==> config.mk <==
export PLATFORM = sky130hd
export DESIGN_NAME = sssie_core
export DESIGN_NICKNAME = d
export VERILOG_FILES = /design/src/sssie_pkg.sv /design/src/sssie_core.sv
export SDC_FILE = /design/constraint.sdc
export NUM_CORES = 2
export LEC_CHECK = 0
export BUFFER_PORTS_ARGS = -buffer_cell sky130_fd_sc_hd__buf_4
export CORE_MARGIN = 2
export CORE_UTILIZATION = 40
export CTS_CLUSTER_SIZE = 30
export DETAILED_ROUTE_END_ITERATION = 10
export HOLD_SLACK_MARGIN = 0.02
export PLACE_DENSITY = 0.55
export SYNTH_ARGS = -nofsm -noshare
export SYNTH_HDL_FRONTEND = slang
export SYNTH_SLANG_ARGS = --single-unit
==> constraint.sdc <==
create_clock -name clk_i -period 6.9 [get_ports clk_i]
set_input_delay 0.345 -clock clk_i [delete_from_list [all_inputs] [get_ports clk_i]]
set_output_delay 0.345 -clock clk_i [all_outputs]
set_load 0.01 [all_outputs]
==> src/sssie_pkg.sv <==
// Constants, register map and carrier types of the borrow-subtract, set and skip unit.
package sssie_pkg;

  // Flag bit positions inside the flag register.
  localparam int unsigned FLG_C = 0;
  localparam int unsigned FLG_Z = 1;
  localparam int unsigned FLG_N = 2;
  localparam int unsigned FLG_V = 3;
  localparam int unsigned FLG_S = 4;
  localparam int unsigned FLG_H = 5;

  // Bus register map, byte addresses.
  localparam int unsigned AXI_AW       = 12;
  localparam logic [11:0] REG_CTRL_OFS = 12'h000;
  localparam logic [11:0] REG_FLAG_OFS = 12'h004;
  localparam logic [11:0] REG_PC_OFS   = 12'h008;
  localparam logic [11:0] REG_IO_BASE  = 12'h080;
  localparam logic [11:0] REG_GP_BASE  = 12'h100;
  localparam int unsigned CTRL_ALT_BIT = 0;
  localparam logic [1:0]  RESP_OKAY    = 2'h0;
  localparam logic [1:0]  RESP_SLVERR  = 2'h2;

  // Reset values.
  localparam logic [7:0]  CTRL_RST = 8'h00;
  localparam logic [7:0]  FLAG_RST = 8'h00;
  localparam logic [7:0]  DATA_RST = 8'h00;

  // Cycle counts and program counter steps.
  localparam logic [2:0] CYC_BASE      = 3'h1;
  localparam logic [2:0] CYC_WORD_SUB  = 3'h2;
  localparam logic [2:0] CYC_IO_SET    = 3'h2;
  localparam logic [2:0] CYC_IO_SET_AL = 3'h1;
  localparam logic [2:0] CYC_ALT_EXTRA = 3'h1;
  localparam logic [1:0] STEP_NONE     = 2'h1;
  localparam logic [1:0] STEP_SHORT    = 2'h2;
  localparam logic [1:0] STEP_LONG     = 2'h3;

  // Opcode patterns.
  localparam logic [5:0] OPC_SUB_REG   = 6'h02;
  localparam logic [3:0] OPC_SUB_IMM   = 4'h4;
  localparam logic [3:0] OPC_OR_IMM    = 4'h6;
  localparam logic [7:0] OPC_SUB_WORD  = 8'h97;
  localparam logic [7:0] OPC_IO_SET    = 8'h9a;
  localparam logic [7:0] OPC_SKIP_IOC  = 8'h99;
  localparam logic [7:0] OPC_SKIP_IOS  = 8'h9b;
  localparam logic [6:0] OPC_SKIP_RGC  = 7'h7e;
  localparam logic [6:0] OPC_LONG_MEM  = 7'h48;
  localparam logic [6:0] OPC_LONG_JMP  = 7'h4a;

  typedef struct packed {
    logic [15:0] instr;
    logic [15:0] follow;
  } sssie_fetch_t;

  typedef struct packed {
    logic [11:0] awaddr;
    logic        awvalid;
    logic [31:0] wdata;
    logic [3:0]  wstrb;
    logic        wvalid;
    logic        bready;
    logic [11:0] araddr;
    logic        arvalid;
    logic        rready;
  } sssie_axi_req_t;

  typedef struct packed {
    logic        awready;
    logic        wready;
    logic [1:0]  bresp;
    logic        bvalid;
    logic        arready;
    logic [31:0] rdata;
    logic [1:0]  rresp;
    logic        rvalid;
  } sssie_axi_rsp_t;

endpackage : sssie_pkg

==> src/sssie_core.sv <==
// Execution unit for borrow-subtract, word subtract, OR mask, I/O bit set and bit skips.
// What this block does
// - Register borrow-subtract writes Rd minus src minus C.
// - Immediate borrow-subtract writes Rd minus K minus C.
// - Borrow-subtract zero flag only sticks when zero.
// - Borrow-subtract half carry marks borrow from bit 3.
// - Register form carry: src plus C exceeds Rd.
// - Immediate form carry: K plus C exceeds Rd.
// - Overflow is two's complement; sign is N xor V.
// - Negative copies result MSB, bit 7 or 15.
// - I/O set forces bit b of I/O 0-31.
// - Skip when I/O bit reads zero.
// - Skip when I/O bit reads one.
// - Skip when general register bit is zero.
// - Skip steps PC by 1, 2 or 3.
// - Skips take 1-3 cycles, alternate I/O 2-4.
// - Word subtract: upper pair minus 0-63, 2 cycles.
// - Word subtract zero on 16-bit zero, carry on borrow.
// - OR mask into r16-r31, V cleared, C kept.
`timescale 1ns/1ps

module sssie_core
  import sssie_pkg::*;
#(
  parameter int unsigned PC_W = 16
) (
  input  wire logic            clk_i,
  input  wire logic            sys_rst_i,
  input  wire logic            fetch_valid_i,
  input  wire sssie_fetch_t    fetch_i,
  output logic                 fetch_ready_o,
  output logic                 retire_o,
  output logic [PC_W-1:0]      pc_o,
  output logic [7:0]           flag_register_o,
  input  wire sssie_axi_req_t  axi_i,
  output sssie_axi_rsp_t       axi_o
);

  if (PC_W < 16 || PC_W > 22) begin : g_pc_check
    $error("PC_W must lie between 16 and 22.");
  end

  typedef enum logic {ST_IDLE, ST_HOLD} sssie_state_t;

  logic [7:0]      gp_r [32];
  logic [7:0]      io_r [32];
  logic [7:0]      flag_r;
  logic [PC_W-1:0] pc_r;
  logic [7:0]      ctrl_r;
  logic            ready_r;
  logic            retire_r;
  logic [2:0]      wait_r;
  sssie_state_t    state_r;
  logic            awready_r;
  logic            wready_r;
  logic            bvalid_r;
  logic [1:0]      bresp_r;
  logic            arready_r;
  logic            rvalid_r;
  logic [31:0]     rdata_r;
  logic [1:0]      rresp_r;
  logic            aw_got_r;
  logic            w_got_r;
  logic [11:0]     awaddr_r;
  logic [31:0]     wdata_r;
  logic [3:0]      wstrb_r;

  logic        take;
  logic [15:0] op;
  logic        is_sub_reg, is_sub_imm, is_or_imm, is_sub_word;
  logic        is_io_set, is_skip_ioc, is_skip_ios, is_skip_rgc;
  logic        alt_core;
  logic [4:0]  dst_idx;
  logic [7:0]  dst, opnd, res8;
  logic [8:0]  diff;
  logic [4:0]  pair_lo;
  logic [15:0] pair, wres;
  logic        bit_io, bit_gp, skip, follow_long;
  logic [7:0]  flag_nxt;
  logic        flag_we, gp_we, pair_we;
  logic [1:0]  step;
  logic [2:0]  cyc;

  assign op       = fetch_i.instr;
  assign take     = fetch_valid_i & ready_r;
  assign alt_core = ctrl_r[CTRL_ALT_BIT];

  assign is_sub_reg  = op[15:10] == OPC_SUB_REG;
  assign is_sub_imm  = op[15:12] == OPC_SUB_IMM;
  assign is_or_imm   = op[15:12] == OPC_OR_IMM;
  assign is_sub_word = op[15:8] == OPC_SUB_WORD;
  assign is_io_set   = op[15:8] == OPC_IO_SET;
  assign is_skip_ioc = op[15:8] == OPC_SKIP_IOC;
  assign is_skip_ios = op[15:8] == OPC_SKIP_IOS;
  assign is_skip_rgc = (op[15:9] == OPC_SKIP_RGC) && !op[3];

  // Only direct memory and absolute call forms (bits 3:1 all ones) occupy two words.
  assign follow_long = ((fetch_i.follow[15:9] == OPC_LONG_MEM) && (fetch_i.follow[3:0] == 4'h0))
                     | ((fetch_i.follow[15:9] == OPC_LONG_JMP)
                        && (fetch_i.follow[3:1] == 3'h7));

  always_comb begin
    dst_idx  = is_sub_reg ? op[8:4] : {1'b1, op[7:4]};
    dst      = gp_r[dst_idx];
    opnd     = is_sub_reg ? gp_r[{op[9], op[3:0]}] : {op[11:8], op[3:0]};
    diff     = {1'b0, dst} - {1'b0, opnd} - {8'h00, flag_r[FLG_C]};
    pair_lo  = {2'b11, op[5:4], 1'b0};
    pair     = {gp_r[pair_lo | 5'h01], gp_r[pair_lo]};
    wres     = pair - {10'h000, op[7:6], op[3:0]};
    bit_io   = io_r[op[7:3]][op[2:0]];
    bit_gp   = gp_r[op[8:4]][op[2:0]];
    res8     = diff[7:0];
    flag_nxt = flag_r;
    flag_we  = 1'b0;
    gp_we    = 1'b0;
    pair_we  = 1'b0;
    if (is_sub_reg || is_sub_imm) begin
      gp_we = 1'b1;
      flag_we = 1'b1;
      flag_nxt[FLG_H] = (~dst[3] & opnd[3]) | (opnd[3] & res8[3])
                      | (res8[3] & ~dst[3]);
      flag_nxt[FLG_V] = (dst[7] & ~opnd[7] & ~res8[7])
                      | (~dst[7] & opnd[7] & res8[7]);
      flag_nxt[FLG_N] = res8[7];
      flag_nxt[FLG_Z] = (res8 == 8'h00) & flag_r[FLG_Z];
      flag_nxt[FLG_C] = (~dst[7] & opnd[7]) | (opnd[7] & res8[7])
                      | (res8[7] & ~dst[7]);
    end else if (is_or_imm) begin
      res8 = dst | opnd;
      gp_we = 1'b1;
      flag_we = 1'b1;
      flag_nxt[FLG_V] = 1'b0;
      flag_nxt[FLG_N] = res8[7];
      flag_nxt[FLG_Z] = res8 == 8'h00;
    end else if (is_sub_word) begin
      pair_we = 1'b1;
      flag_we = 1'b1;
      flag_nxt[FLG_V] = pair[15] & ~wres[15];
      flag_nxt[FLG_N] = wres[15];
      flag_nxt[FLG_Z] = wres == 16'h0000;
      flag_nxt[FLG_C] = wres[15] & ~pair[15];
    end
    flag_nxt[FLG_S] = flag_we ? (flag_nxt[FLG_N] ^ flag_nxt[FLG_V]) : flag_r[FLG_S];
  end

  // Skipping only moves the PC; the skipped word is never executed here.
  assign skip = (is_skip_ioc & ~bit_io) | (is_skip_ios & bit_io)
              | (is_skip_rgc & ~bit_gp);

  always_comb begin
    step = STEP_NONE;
    cyc  = CYC_BASE;
    if (skip) begin
      step = follow_long ? STEP_LONG : STEP_SHORT;
      cyc  = {1'b0, step};
    end
    if (alt_core && (is_skip_ioc || is_skip_ios)) begin
      cyc = cyc + CYC_ALT_EXTRA;
    end
    if (is_sub_word) begin
      cyc = CYC_WORD_SUB;
    end
    if (is_io_set) begin
      cyc = alt_core ? CYC_IO_SET_AL : CYC_IO_SET;
    end
  end

  // Effects commit at acceptance; the hold state only stretches the cycle count.
  always_ff @(posedge clk_i) begin
    if (sys_rst_i) begin
      state_r  <= ST_IDLE;
      ready_r  <= 1'b1;
      retire_r <= 1'b0;
      wait_r   <= 3'h0;
    end else begin
      retire_r <= 1'b0;
      unique case (state_r)
        ST_IDLE: begin
          if (take) begin
            if (cyc == CYC_BASE) begin
              retire_r <= 1'b1;
            end else begin
              ready_r <= 1'b0;
              wait_r  <= cyc - CYC_BASE;
              state_r <= ST_HOLD;
            end
          end
        end
        ST_HOLD: begin
          wait_r <= wait_r - 3'h1;
          if (wait_r == 3'h1) begin
            ready_r  <= 1'b1;
            retire_r <= 1'b1;
            state_r  <= ST_IDLE;
          end
        end
      endcase
    end
  end

  logic wr_do;
  logic wr_ctrl, wr_flag, wr_pc, wr_io, wr_gp;
  assign wr_do   = aw_got_r & w_got_r & ~bvalid_r;
  assign wr_ctrl = awaddr_r[11:2] == REG_CTRL_OFS[11:2];
  assign wr_flag = awaddr_r[11:2] == REG_FLAG_OFS[11:2];
  assign wr_pc   = awaddr_r[11:2] == REG_PC_OFS[11:2];
  assign wr_io   = awaddr_r[11:7] == REG_IO_BASE[11:7];
  assign wr_gp   = awaddr_r[11:7] == REG_GP_BASE[11:7];

  // An instruction and a bus write in the same cycle: the instruction wins the register.
  always_ff @(posedge clk_i) begin
    if (sys_rst_i) begin
      pc_r <= '0;
    end else if (take) begin
      pc_r <= pc_r + PC_W'(step);
    end else if (wr_do && wr_pc) begin
      if (wstrb_r[0]) begin
        pc_r[7:0] <= wdata_r[7:0];
      end
      if (wstrb_r[1]) begin
        pc_r[15:8] <= wdata_r[15:8];
      end
    end
  end

  always_ff @(posedge clk_i) begin
    if (sys_rst_i) begin
      flag_r <= FLAG_RST;
    end else if (take && flag_we) begin
      flag_r <= flag_nxt;
    end else if (wr_do && wr_flag && wstrb_r[0]) begin
      flag_r <= wdata_r[7:0];
    end
  end

  always_ff @(posedge clk_i) begin
    if (sys_rst_i) begin
      ctrl_r <= CTRL_RST;
    end else if (wr_do && wr_ctrl && wstrb_r[0]) begin
      ctrl_r <= wdata_r[7:0];
    end
  end

  always_ff @(posedge clk_i) begin
    if (sys_rst_i) begin
      for (int i = 0; i < 32; i++) begin
        gp_r[i] <= DATA_RST;
      end
    end else if (take && gp_we) begin
      gp_r[dst_idx] <= res8;
    end else if (take && pair_we) begin
      gp_r[pair_lo]         <= wres[7:0];
      gp_r[pair_lo | 5'h01] <= wres[15:8];
    end else if (wr_do && wr_gp && wstrb_r[0]) begin
      gp_r[awaddr_r[6:2]] <= wdata_r[7:0];
    end
  end

  always_ff @(posedge clk_i) begin
    if (sys_rst_i) begin
      for (int i = 0; i < 32; i++) begin
        io_r[i] <= DATA_RST;
      end
    end else if (take && is_io_set) begin
      io_r[op[7:3]][op[2:0]] <= 1'b1;
    end else if (wr_do && wr_io && wstrb_r[0]) begin
      io_r[awaddr_r[6:2]] <= wdata_r[7:0];
    end
  end

  // Write channels: address and data are held until both arrived, then one response.
  always_ff @(posedge clk_i) begin
    if (sys_rst_i) begin
      aw_got_r  <= 1'b0;
      w_got_r   <= 1'b0;
      awaddr_r  <= 12'h000;
      wdata_r   <= 32'h0000_0000;
      wstrb_r   <= 4'h0;
      awready_r <= 1'b1;
      wready_r  <= 1'b1;
      bvalid_r  <= 1'b0;
      bresp_r   <= RESP_OKAY;
    end else begin
      if (axi_i.awvalid && awready_r) begin
        aw_got_r  <= 1'b1;
        awaddr_r  <= axi_i.awaddr;
        awready_r <= 1'b0;
      end
      if (axi_i.wvalid && wready_r) begin
        w_got_r  <= 1'b1;
        wdata_r  <= axi_i.wdata;
        wstrb_r  <= axi_i.wstrb;
        wready_r <= 1'b0;
      end
      if (wr_do) begin
        aw_got_r <= 1'b0;
        w_got_r  <= 1'b0;
        bvalid_r <= 1'b1;
        bresp_r  <= (wr_ctrl | wr_flag | wr_pc | wr_io | wr_gp) ? RESP_OKAY : RESP_SLVERR;
      end
      if (bvalid_r && axi_i.bready) begin
        bvalid_r  <= 1'b0;
        awready_r <= 1'b1;
        wready_r  <= 1'b1;
      end
    end
  end

  logic [31:0] rd_data;
  logic        rd_ok;
  always_comb begin
    rd_data = 32'h0000_0000;
    rd_ok   = 1'b1;
    if (axi_i.araddr[11:2] == REG_CTRL_OFS[11:2]) begin
      rd_data[7:0] = ctrl_r;
    end else if (axi_i.araddr[11:2] == REG_FLAG_OFS[11:2]) begin
      rd_data[7:0] = flag_r;
    end else if (axi_i.araddr[11:2] == REG_PC_OFS[11:2]) begin
      rd_data[PC_W-1:0] = pc_r;
    end else if (axi_i.araddr[11:7] == REG_IO_BASE[11:7]) begin
      rd_data[7:0] = io_r[axi_i.araddr[6:2]];
    end else if (axi_i.araddr[11:7] == REG_GP_BASE[11:7]) begin
      rd_data[7:0] = gp_r[axi_i.araddr[6:2]];
    end else begin
      rd_ok = 1'b0;
    end
  end

  always_ff @(posedge clk_i) begin
    if (sys_rst_i) begin
      arready_r <= 1'b1;
      rvalid_r  <= 1'b0;
      rdata_r   <= 32'h0000_0000;
      rresp_r   <= RESP_OKAY;
    end else if (axi_i.arvalid && arready_r) begin
      arready_r <= 1'b0;
      rvalid_r  <= 1'b1;
      rdata_r   <= rd_data;
      rresp_r   <= rd_ok ? RESP_OKAY : RESP_SLVERR;
    end else if (rvalid_r && axi_i.rready) begin
      rvalid_r  <= 1'b0;
      arready_r <= 1'b1;
    end
  end

  assign fetch_ready_o   = ready_r;
  assign retire_o        = retire_r;
  assign pc_o            = pc_r;
  assign flag_register_o = flag_r;
  // Each channel's flops live in one process; the struct is only assembled here.
  assign axi_o           = '{awready: awready_r, wready: wready_r, bresp: bresp_r,
                             bvalid: bvalid_r, arready: arready_r, rdata: rdata_r,
                             rresp: rresp_r, rvalid: rvalid_r};

endmodule : sssie_core

==> flow_summary.json <==
{
  "status": "completed",
  "area_growth_pct": 12.1,
  "tightest_slew_ns": 1.41,
  "dieHeight_um": 310,
  "ir_worst_vdd_mv": 0.149,
  "met2_usage": 0.438,
  "utilization": 0.451,
  "die_w_um": 310,
  "synth_fa_ha_area_frac": 0.0128,
  "grt_pass1_wl_mm": 201,
  "via_count": 30338,
  "h-tree-depth": 3,
  "path_class": "input pin to flop",
  "routedWlPerCell_um": 30.7,
  "relSlewSlack": 0.0581,
  "std_cell_rows": 112,
  "yosysTopAreaCell": "edfxtp_1",
  "clkTransAtPathRegs_ns": 0.06,
  "synth-xor-area-share": 0.00534,
  "first_pass_iters": 6,
  "cts-resized-gates": 0,
  "netlist.area_leader.share": 0.410,
  "grtUsageTotal": 0.287,
  "synth_area_um2": 37500,
  "worst_setup_path_end_kind": "flop",
  "met3_usage": 0.0700,
  "coreArea_um2": 93000,
  "grt_pass1_vias": 28743,
  "cp_max_fo": 44,
  "drv_cap": 0,
  "place_congestion": 0.975,
  "synth_top_family_by_area": "multiplexers",
  "layout.cells.non_filler": 4567,
  "cts_tree": "done",
  "timing.setup.tns_ns": 0,
  "grt_remaining_overflow": 0,
  "cts_buffer_depth": 3,
  "slew_violations": 0,
  "drt-vias-per-instance": 6.64,
  "synth_compound_area_frac": 0.144,
  "synth-edff-count": 512,
  "dp.cells": 4408,
  "power_leakage_uw": 0.0142,
  "synth.yosys.warnings": 0,
  "start_util": 0.403,
  "fmax_ghz": 0.182,
  "critPathArrivalTime_ns": 5.85,
  "syn_avg_cell_area_um2": 11.5,
  "power_density_nw_per_um2": 230,
  "ant_nets": 0,
  "root_buffer": "clkbuf_16",
  "synth-seq-area-share": 0.459,
  "ioPinCount": 167,
  "synth_cell_type_count": 87,
  "cts_buffers": 68,
  "period_minus_slack_ns": 5.48,
  "postCtsSetupBuffers": 0,
  "synth_most_common_cell": "nor2_1",
  "nNetsFinal": 3394,
  "synth_common_cells": "nor2_1, edfxtp_1, mux4_2",
  "cts_hold_buf": 34,
  "finalWirelength_mm": 140,
  "grt_max_degree": 151,
  "fin_crit_sh": 0.795,
  "finalHoldViolCount": 0,
  "setup_viol": 0,
  "ys_ff_latch": 603,
  "dieArea_um2": 96100,
  "fillCellCount": 8509,
  "netlist_instances": 3265,
  "final_layout_size_suffix_gt1_frac": 0.208,
  "grt_util_met1": 0.391,
  "initialDrtViolationCount": 4424,
  "synth_flop_cell": "edfxtp_1",
  "synth-async-reset-ratio": 0,
  "grt-busiest-layer": "met2",
  "critPathLaunchType": "input pin",
  "antenna_found_initial": 2,
  "synth_mux_area_frac": 0.215,
  "synth-simple-area-share": 0.120,
  "numClockSinks": 603,
  "synthTopCellsByArea": "edfxtp_1, mux4_2, nor2_1, o21bai_1, dfxtp_1",
  "hpwl_mm": 94.9,
  "skew_ns": 0.0310,
  "drcViolationCount": 0,
  "worst_skew_pair.late_latency_ns": 0.65,
  "rsz0062_at_grt": "no",
  "min_path_type": "input pin to flop",
  "port_buffers": 121,
  "critical_path_required_ns": 7.26
}
## metal layers
layer | part of all wire | wire [um]
met5 | 0.00021 | 30
met4 | 0.047 | 6540
met3 | 0.12 | 16300
met2 | 0.45 | 62600
met1 | 0.39 | 54500
## path summary, 6_finish.rpt
kind	slack, ns	start	to	depth (start not counted)
setup / recovery	1.42	fetch_i[18]	gp_r[1][6]$_SDFFCE_PN0P_	21
hold / removal	0.16	fetch_i[28]	flag_register_o[0]$_SDFFE_PP0P_	4
setup reg to reg	1.70	fetch_ready_o$_SDFFE_PP1P_	gp_r[26][6]$_DFFE_PP_	6
hold reg to reg	0.45	wdata_r[12]$_SDFFE_PP0P_	wdata_r[12]$_SDFFE_PP0P_	2
## where the power goes
| part | total (uW) | switching [uW] | internal [uW] |
|---|---|---|---|
| Sequential | 4190 | 120 | 4070 |
| Combinational | 1740 | 1110 | 630 |
| Clock | 3740 | 1600 | 2130 |
| Total | 9670 | 2840 | 6830 |
## state kept, by name (all words and copies together) (netlist names), 2 cells and up
name,count
gp_r,256
flag_register_o,8
ctrl_r,8
wdata_r,16
io_r,256
wait_r,3
pc_o,16
rdata_r,16
awaddr_r,10
wstrb_r,2
## worst max-delay path, cell delays in order
cell and delay (ns):
buf_4 0.58, nor2b_1 0.17, buf_4 0.23, a221oi_1 0.29, a31oi_1 0.06, a2111oi_0 0.87, a311o_1 0.29, a21oi_1 0.15
a21oi_1 0.40, inv_1 0.11, fa_1 0.42, nand2b_1 0.10, a21oi_1 0.09, o21bai_1 0.18, a21oi_1 0.11, xnor2_1 0.16
nand2_1 0.08, o211ai_1 0.11, o21ai_2 0.58, buf_4 0.36, nor2_1 0.07
## layout by cell type, fill, tap and decap left out, drive strengths merged, types with 17 or more instances in the layout
cell         count
o21bai         267
edfxtp         512
nand2b          33
a21oi          112
nor2b           19
a22oi           79
inv             42
nand2          244
mux2i           87
clkinv          27
buf            209
mux4           310
conb            18
nor2           560
nand4           20
o22ai           70
nor3            24
a221oi          29
o21ai           75
ha              32
clkbuf          91
mux2            17
dfxtp           91
nand3           58
dlygate4sd3     34
## cell families after synthesis
group	count (synthesis)
fa+ha+maj	36
other cells	1
compound gates	767
xor+xnor	22
buf+inv	379
mux	414
flops	603
simple gates	1043
## stage by stage
stage	power [uW]	hold slack [ns]	area, um2	setup slack (ns)
finish	9670	0.158	42000	1.42
global route	9910	0.172	42000	1.35
CTS	9640	0.117	42000	1.72
detailed placement	5930	0.443	39400	1.08
global placement	5900	0.439	39400	1.08
floorplan	5290	0.431	37500	1.74
## final cells by class
class | count | area, um2 | share of cell area
timing repair buffer | 244 | 2000 | 0.0475
tap | 1254 | 1570 | 0.0374
antenna | 1 | 2.50 | 0.0000596
multi-input combinational | 2300 | 18800 | 0.448
inverter | 41 | 154 | 0.00367
clock buffer | 90 | 1890 | 0.0449
sequential | 603 | 17200 | 0.410
clock inverter | 34 | 364 | 0.00867
(Power assumes the default switching activity.)
